===== src/rtl/branch_pkg.sv =====
// Shared constants and carriers for the conditional branch execution block
package branch_pkg;

  localparam int PC_W = 21;
  localparam int OP_W = 16;
  localparam int OFS_W = 8;
  localparam int QPH_W = 2;

  // Upper-byte opcodes of the three conditional branches
  localparam logic [7:0] OPC_CARRY_CLEAR = 8'he3;
  localparam logic [7:0] OPC_POSITIVE = 8'he7;
  localparam logic [7:0] OPC_NO_OVERFLOW = 8'he5;

  // Opcode field positions
  localparam int OPC_HI = 15;
  localparam int OPC_LO = 8;
  localparam int OFS_HI = 7;
  localparam int OFS_LO = 0;

  // Quarter phase codes
  localparam logic [QPH_W-1:0] PH_Q1 = 2'h0;
  localparam logic [QPH_W-1:0] PH_Q2 = 2'h1;
  localparam logic [QPH_W-1:0] PH_Q3 = 2'h2;
  localparam logic [QPH_W-1:0] PH_Q4 = 2'h3;

  // Bytes per program word, and reset address
  localparam logic [PC_W-1:0] WORD_BYTES = 21'h000002;
  localparam logic [PC_W-1:0] PC_RESET = 21'h000000;

  typedef enum logic [1:0] {
    BR_NONE,
    BR_CARRY_CLEAR,
    BR_POSITIVE,
    BR_NO_OVERFLOW
  } branch_kind_e;

  // Arithmetic flags tested by the branches
  typedef struct packed {
    logic negative;
    logic overflow;
    logic carry;
  } flags_s;

  // Fetched instruction with its valid mark
  typedef struct packed {
    logic valid;
    logic [OP_W-1:0] word;
  } fetch_s;

  typedef enum logic [1:0] {
    EX_RUN,
    EX_IDLE
  } exec_state_e;

endpackage


===== src/rtl/quarter_phase.sv =====
// Quarter phase generator: four clk_sys cycles per instruction cycle
`timescale 1ns/1ps
module quarter_phase (
  input wire logic clk_sys,
  input wire logic rst,
  output logic [branch_pkg::QPH_W-1:0] phase,
  output logic cycle_end
);
  import branch_pkg::*;

  logic [QPH_W-1:0] phase_reg;
  logic [QPH_W-1:0] phase_next;

  // Free-running phase counter, wraps Q4 back to Q1
  always_comb begin
    phase_next = phase_reg + 2'h1;
  end

  always_ff @(posedge clk_sys) begin
    if (rst) begin
      phase_reg <= PH_Q1;
    end else begin
      phase_reg <= phase_next;
    end
  end

  assign phase = phase_reg;
  assign cycle_end = (phase_reg == PH_Q4);
endmodule // quarter_phase


===== src/rtl/conditional_branch_exec.sv =====
// Conditional relative branch execution for an 8-bit core
// Summary of operation
// - Decode upper byte e7 as branch if positive
// - Branch if positive taken when negative clear
// - Taken: counter plus twice signed offset
// - Branches never change any status flag
// - One cycle untaken, two cycles taken
// - Taken: Q4 writes counter, then idle cycle
// - Untaken: Q4 idle, counter just advances
// - Decode e5, branch when overflow clear
// - Decode e3, branch when carry clear
`timescale 1ns/1ps
module conditional_branch_exec (
  input wire logic clk_sys,
  input wire logic rst,
  input wire branch_pkg::fetch_s fetch_in,
  input wire branch_pkg::flags_s flags_in,
  output branch_pkg::flags_s flags_out,
  output logic [branch_pkg::PC_W-1:0] program_counter,
  output logic fetch_take,
  output logic pc_write,
  output logic branch_taken,
  output logic exec_idle,
  output logic [branch_pkg::QPH_W-1:0] q_phase
);
  import branch_pkg::*;

  logic [QPH_W-1:0] phase;
  logic cycle_end;

  // Recognise which conditional branch an opcode holds
  function automatic branch_kind_e decode_kind(input logic [OP_W-1:0] op);
    logic [7:0] hi;
    hi = op[OPC_HI:OPC_LO];
    if (hi == OPC_POSITIVE) begin
      decode_kind = BR_POSITIVE;
    end else if (hi == OPC_NO_OVERFLOW) begin
      decode_kind = BR_NO_OVERFLOW;
    end else if (hi == OPC_CARRY_CLEAR) begin
      decode_kind = BR_CARRY_CLEAR;
    end else begin
      decode_kind = BR_NONE;
    end
  endfunction

  // Condition test: each branch wants its flag clear
  function automatic logic cond_met(input branch_kind_e k, input flags_s f);
    unique case (k)
      BR_POSITIVE: cond_met = !f.negative;
      BR_NO_OVERFLOW: cond_met = !f.overflow;
      BR_CARRY_CLEAR: cond_met = !f.carry;
      BR_NONE: cond_met = 1'b0;
    endcase
  endfunction

  // Relative target: the sign is replicated to full width before doubling,
  // so a backward jump wraps the counter instead of losing its sign bit
  function automatic logic [PC_W-1:0] branch_target(input logic [PC_W-1:0] base,
    input logic [OFS_W-1:0] ofs);
    logic [PC_W-1:0] wide;
    wide = {{(PC_W-OFS_W){ofs[OFS_W-1]}}, ofs};
    branch_target = base + (wide << 1);
  endfunction

  // Quarter phase source; its Q4 marker closes each instruction cycle
  quarter_phase u_phase (
    .clk_sys(clk_sys),
    .rst(rst),
    .phase(phase),
    .cycle_end(cycle_end)
  );

  // Execution state and latched decode
  exec_state_e state_reg, state_next;
  logic [PC_W-1:0] pc_reg, pc_next;
  branch_kind_e kind_reg, kind_next;
  logic [OFS_W-1:0] ofs_reg, ofs_next;
  logic [PC_W-1:0] target_reg, target_next;
  logic cond_reg, cond_next;

  // One-clock pulses and status levels seen outside
  logic take_reg, take_next;
  logic wr_reg, wr_next;
  logic taken_reg, taken_next;
  logic idle_reg, idle_next;

  // Observation copies: phase and flags, one clock behind
  logic [QPH_W-1:0] qph_reg, qph_next;
  flags_s flags_reg, flags_next;

  // Per-phase sequencing of one instruction cycle
  always_comb begin
    state_next = state_reg;
    pc_next = pc_reg;
    kind_next = kind_reg;
    ofs_next = ofs_reg;
    target_next = target_reg;
    cond_next = cond_reg;
    unique case (state_reg)
      EX_RUN: begin
        if (phase == PH_Q1) begin
          // Decode; the counter is advanced past this word in this phase
          kind_next = fetch_in.valid ? decode_kind(fetch_in.word) : BR_NONE;
          pc_next = pc_reg + WORD_BYTES;
        end else if (phase == PH_Q2) begin
          // Only the low byte of the word carries the offset
          ofs_next = fetch_in.word[OFS_HI:OFS_LO];
        end else if (phase == PH_Q3) begin
          // Sign-extend and double the offset, range -128..127 words
          target_next = branch_target(pc_reg, ofs_reg);
          cond_next = cond_met(kind_reg, flags_in);
        end else if (cond_reg) begin
          // Q4 of a taken branch: load the target, then one idle cycle
          pc_next = target_reg;
          state_next = EX_IDLE;
        end
      end
      EX_IDLE: begin
        // Idle cycle: the sequential prefetch is dropped unused
        if (cycle_end) begin
          state_next = EX_RUN;
          cond_next = 1'b0;
        end
      end
      default: begin
        // Unused state code: fall back to running so the core cannot stall
        state_next = EX_RUN;
      end
    endcase
  end

  // Sequencing registers; reset puts the counter at the reset address
  always_ff @(posedge clk_sys) begin
    if (rst) begin
      state_reg <= EX_RUN;
      pc_reg <= PC_RESET;
      kind_reg <= BR_NONE;
      ofs_reg <= '0;
      target_reg <= PC_RESET;
      cond_reg <= 1'b0;
    end else begin
      state_reg <= state_next;
      pc_reg <= pc_next;
      kind_reg <= kind_next;
      ofs_reg <= ofs_next;
      target_reg <= target_next;
      cond_reg <= cond_next;
    end
  end

  // Pulses seen outside: each is registered, so a consumer gets it one clock
  // after the phase that raised it, and an untaken Q4 writes nothing
  always_comb begin
    take_next = 1'b0;
    wr_next = 1'b0;
    taken_next = taken_reg;
    idle_next = (state_reg == EX_IDLE);
    unique case (state_reg)
      EX_RUN: begin
        if (phase == PH_Q1) begin
          taken_next = 1'b0;
        end else if (phase == PH_Q4) begin
          wr_next = cond_reg;
          taken_next = cond_reg;
          take_next = !cond_reg;
        end
      end
      EX_IDLE: begin
        // Next fetch is consumed only when the idle cycle closes
        take_next = cycle_end;
      end
      default: begin
        take_next = 1'b0;
      end
    endcase
  end

  // Pulse registers
  always_ff @(posedge clk_sys) begin
    if (rst) begin
      take_reg <= 1'b0;
      wr_reg <= 1'b0;
      taken_reg <= 1'b0;
      idle_reg <= 1'b0;
    end else begin
      take_reg <= take_next;
      wr_reg <= wr_next;
      taken_reg <= taken_next;
      idle_reg <= idle_next;
    end
  end

  // Observation copies follow their sources one clock late; the flags are
  // only carried, never written, since no branch may alter them
  always_comb begin
    qph_next = phase;
    flags_next = flags_in; // Passed through untouched
  end

  // Observation registers
  always_ff @(posedge clk_sys) begin
    if (rst) begin
      qph_reg <= PH_Q1;
      flags_reg <= '0;
    end else begin
      qph_reg <= qph_next;
      flags_reg <= flags_next;
    end
  end

  // Registered outputs
  assign flags_out = flags_reg;
  assign program_counter = pc_reg;
  assign fetch_take = take_reg;
  assign pc_write = wr_reg;
  assign branch_taken = taken_reg;
  assign exec_idle = idle_reg;
  assign q_phase = qph_reg;
endmodule // conditional_branch_exec


===== config.mk =====
export PLATFORM = sky130hd
export DESIGN_NAME = conditional_branch_exec
export DESIGN_NICKNAME = d
export VERILOG_FILES = /design/src/rtl/branch_pkg.sv /design/src/rtl/quarter_phase.sv /design/src/rtl/conditional_branch_exec.sv
export SDC_FILE = /design/constraint.sdc
export NUM_CORES = 1
export LEC_CHECK = 0
export BUFFER_PORTS_ARGS = -buffer_cell sky130_fd_sc_hd__buf_2
export CORE_UTILIZATION = 60
export CTS_CLUSTER_SIZE = 10
export DETAILED_ROUTE_END_ITERATION = 10
export PLACE_DENSITY = 0.88
export SYNTH_ARGS = -nofsm -noshare
export SYNTH_HDL_FRONTEND = slang
export SYNTH_SLANG_ARGS = --single-unit

===== constraint.sdc =====
create_clock -name clk_sys -period 3.2 [get_ports clk_sys]
set_input_delay 0.32 -clock clk_sys [delete_from_list [all_inputs] [get_ports clk_sys]]
set_output_delay 0.32 -clock clk_sys [all_outputs]
set_load 0.005 [all_outputs]

==> impl_summary.log <==
INFO  metric dpl_worst_slack = 0.805 ns
INFO  metric fin_worst_skew = 0.00968 ns
INFO  metric grt_usage = 31.2%
INFO  metric end_point_of_the_most_critical_hold_path = ofs_reg[5]$_SDFFE_PP0P_
INFO  metric synth_area_leader_cell = dfxtp_1
INFO  metric post_synth_main_area_contributors = dfxtp_1, nand2_1, ha_1, a21oi_1, nor2_1
INFO  metric critPathCaptureType = register
INFO  metric postSynthCellCount = 495
INFO  metric power.density = 431 nW/µm²
INFO  metric worstReg2RegStart = ofs_reg[7]$_SDFFE_PP0P_
INFO  metric synth_fp_nets = 542
INFO  metric final_design_area_no_fill = 4340 µm²
INFO  metric path_delay_family = compound AO/OA/AOI/OAI gates
INFO  metric min_period_over_period = 76.5%
INFO  metric detailed_place_hpwl = 7.11 mm
INFO  metric whs = 0.190 ns
INFO  metric yosys_most_used_dff = dfxtp_1
INFO  metric via_per_inst = 6.24
INFO  metric ys_seq_elements = 65
INFO  metric commonest_cells_after_routing_fill_and_taps_aside = nand2_1, dfxtp_1, a21oi_1
INFO  metric crit-reg2reg-capture = target_reg[16]$_SDFFE_PP0P_
INFO  metric drt_pass1_iterations = 6
INFO  metric finalHoldViolCount = 0
INFO  metric post-layout-total-power = 1.87 mW
INFO  metric timing.final.max_slew_violations = 0
INFO  metric worstHoldPathCells = 3
INFO  metric die_outline_area = 6760 µm²
INFO  metric drive_gt1_share = 16.4%
INFO  metric cap_viol_max_count = 0
INFO  metric io_buffers = 51
INFO  metric tightestPinTransition = 0.728 ns
INFO  metric gp_congestion = 0.923
INFO  metric io_pins = 52
INFO  metric critical_path.cell_chain = ha_1 > a21oi_1 > a21oi_1 > nor2_1 > o31a_1 > o21ai_0 > xnor2_1 > o21ai_0
INFO  metric critPathMaxStageDelay = 0.67 ns
INFO  metric synth-edff-count = 0
INFO  metric rsz_0062_raised_after_global_routing = false
INFO  metric async_reset_ff_share = 0%
INFO  metric ant_nets = 0
INFO  metric cts_max_level = 3
INFO  metric final_count_of_negative_setup_slack_endpoints = 0
INFO  metric clk_latency = 0.36 ns
INFO  metric number_of_antenna_violations_at_the_first_check_in_global_routing = 0
INFO  metric synth_area = 3860 µm²
INFO  metric number_of_global_route_vias_before_repair = 3400
INFO  metric areaGrowthSynthToFinish = 12.4%
INFO  metric crit_buf_inv = 0
INFO  metric relSlewSlack = 51.3%
INFO  metric layout.cells.most_common = nand2_1
INFO  metric leakagePower = 1.86 nW
INFO  metric ir_drop = 0.288 mV
INFO  metric largest_net_degree_at_the_start_of_global_routing = 40
INFO  metric worst_setup_path_start_kind = register
INFO  metric worst_path_max_fanout = 14
INFO  metric clkSlewWorstSetupHoldPaths = 0.07 ns
INFO  metric final_critical_path_setup_slack = 0.751 ns
INFO  metric cts_post_setup_buffers_inserted = 0
INFO  metric worst_hold_start = fetch_in[5]
INFO  metric worst-setup-path-type = reg2reg
INFO  metric clock_path_buffers = 2
INFO  metric grt_pass1_wl = 15.9 mm
INFO  metric chipHeight = 82.2 µm
INFO  metric die_width = 82.2 µm
INFO  metric hold_path_class = in2reg
INFO  metric worst_ep_arrival_time = 2.69 ns
INFO  metric start_util = 63.7%
INFO  metric post_synth.cell_area_avg = 7.80 µm²
INFO  metric routed_wl = 10.0 mm
INFO  metric cts.sinks = 65
INFO  metric routed_wire_length_per_instance = 16.2 µm
INFO  metric post_cts_resize_count = 0
INFO  metric clock.fmax = 408 MHz
INFO  metric core_footprint = 6060 µm²
INFO  metric vias = 3856
INFO  metric synth_warn = 0
INFO  metric area_share_of_the_leading_cell_type_in_the_synthesized_netlist = 33.7%
INFO  metric finalNetCount = 586
INFO  metric final.setup.tns = 0 ns
INFO  metric yosysSeqAreaShare = 33.7%
INFO  metric num_antenna_cells = 0
INFO  metric finalWorstPathRequiredPeriod = 2.45 ns
INFO  metric remaining_routing_drc_violations = 0
INFO  metric timing.reg2reg.worst_path_depth = 8
INFO  metric tritoncts.num_buffers = 9
INFO  metric global_route.overflow_total = 0
INFO  metric clk_root_buffer_cell = clkbuf_8
INFO  metric postCtsHoldBufs = 0
INFO  metric placement.cell_area = 4140 µm²
INFO  metric cp_data_required_time = 3.44 ns
INFO  metric fp-row-count = 28
INFO  metric run_status = complete, no violations
INFO  metric timing.reg2reg.setup_slack = 0.75 ns
INFO  metric crit_path_top_delay_cell = dfxtp_1
INFO  metric synth.distinct_cells = 61
INFO  metric drt_first_iter_violations = 325
INFO  metric tritoncts = built
## metal layers
layer	wire [µm]	vias up	track usage, %
met4	282	0	10.7
met1	4300	1759	39.2
met2	4700	189	51.8
li1	-	1871	-
met5	0	-	0
met3	740	37	7.80
## tightest hold or removal path, delay by kind of cell
family          cells  cell delay [ns]
buf+inv             1             0.10
simple gates        1             0.04
compound gates      1             0.05
## worst max path at each step
stage                     cells after the start                     from                          end
after floorplan                               7  ofs_reg[7]$_SDFFE_PP0P_  target_reg[19]$_SDFFE_PP0P_
after global placement                        8  ofs_reg[7]$_SDFFE_PP0P_  target_reg[14]$_SDFFE_PP0P_
after detailed placement                      8  ofs_reg[7]$_SDFFE_PP0P_  target_reg[14]$_SDFFE_PP0P_
after CTS                                     8  ofs_reg[7]$_SDFFE_PP0P_  target_reg[14]$_SDFFE_PP0P_
after global routing                          8  ofs_reg[7]$_SDFFE_PP0P_  target_reg[14]$_SDFFE_PP0P_
final                                         8  ofs_reg[7]$_SDFFE_PP0P_  target_reg[16]$_SDFFE_PP0P_
## area by class of cell
class                      instances  area [µm²]
clock buffer                      12         155
clock inverter                     3        40.0
fill                             495        1720
inverter                          10        37.5
multi-input combinational        394        2390
sequential                        65        1300
tap                               75        93.8
timing repair buffer              59         315
## power by group
part | switching (mW) | total [mW] | internal (mW)
combinational | 0.189 | 0.294 | 0.105
sequential | 0.0324 | 0.869 | 0.837
clock | 0.310 | 0.706 | 0.395
## through the flow
stage / util (%) / instances
2_1_floorplan: - / 495
3_3_place_gp: 68.4 / 603
3_5_place_dp: 68.4 / 603
4_1_cts: 71.6 / 618
5_1_grt: 71.6 / 618
6_report: 71.6 / 618
## kinds of logic after synthesis
logic type / count (synthesis) / share of synthesized area, %
buffers and inverters: 36 / 4.38
XOR/XNOR: 15 / 3.40
AO/OA/AOI/OAI: 144 / 23.3
adder cells (fa/ha/maj): 25 / 8.30
multiplexers: 4 / 1.07
flip-flops: 65 / 33.7
AND/OR/NAND/NOR: 206 / 25.8
## synth_stat cells (8+ instances only)
library cell,instances
a211oi_1,8
a21o_1,11
a21oi_1,53
a31oi_1,9
clkbuf_1,13
dfxtp_1,65
ha_1,24
inv_1,10
nand2_1,86
nand3_1,16
nor2_1,42
nor2b_1,11
nor3_1,11
o21ai_0,27
xor2_1,8
Power figures use the tool's default switching activity.
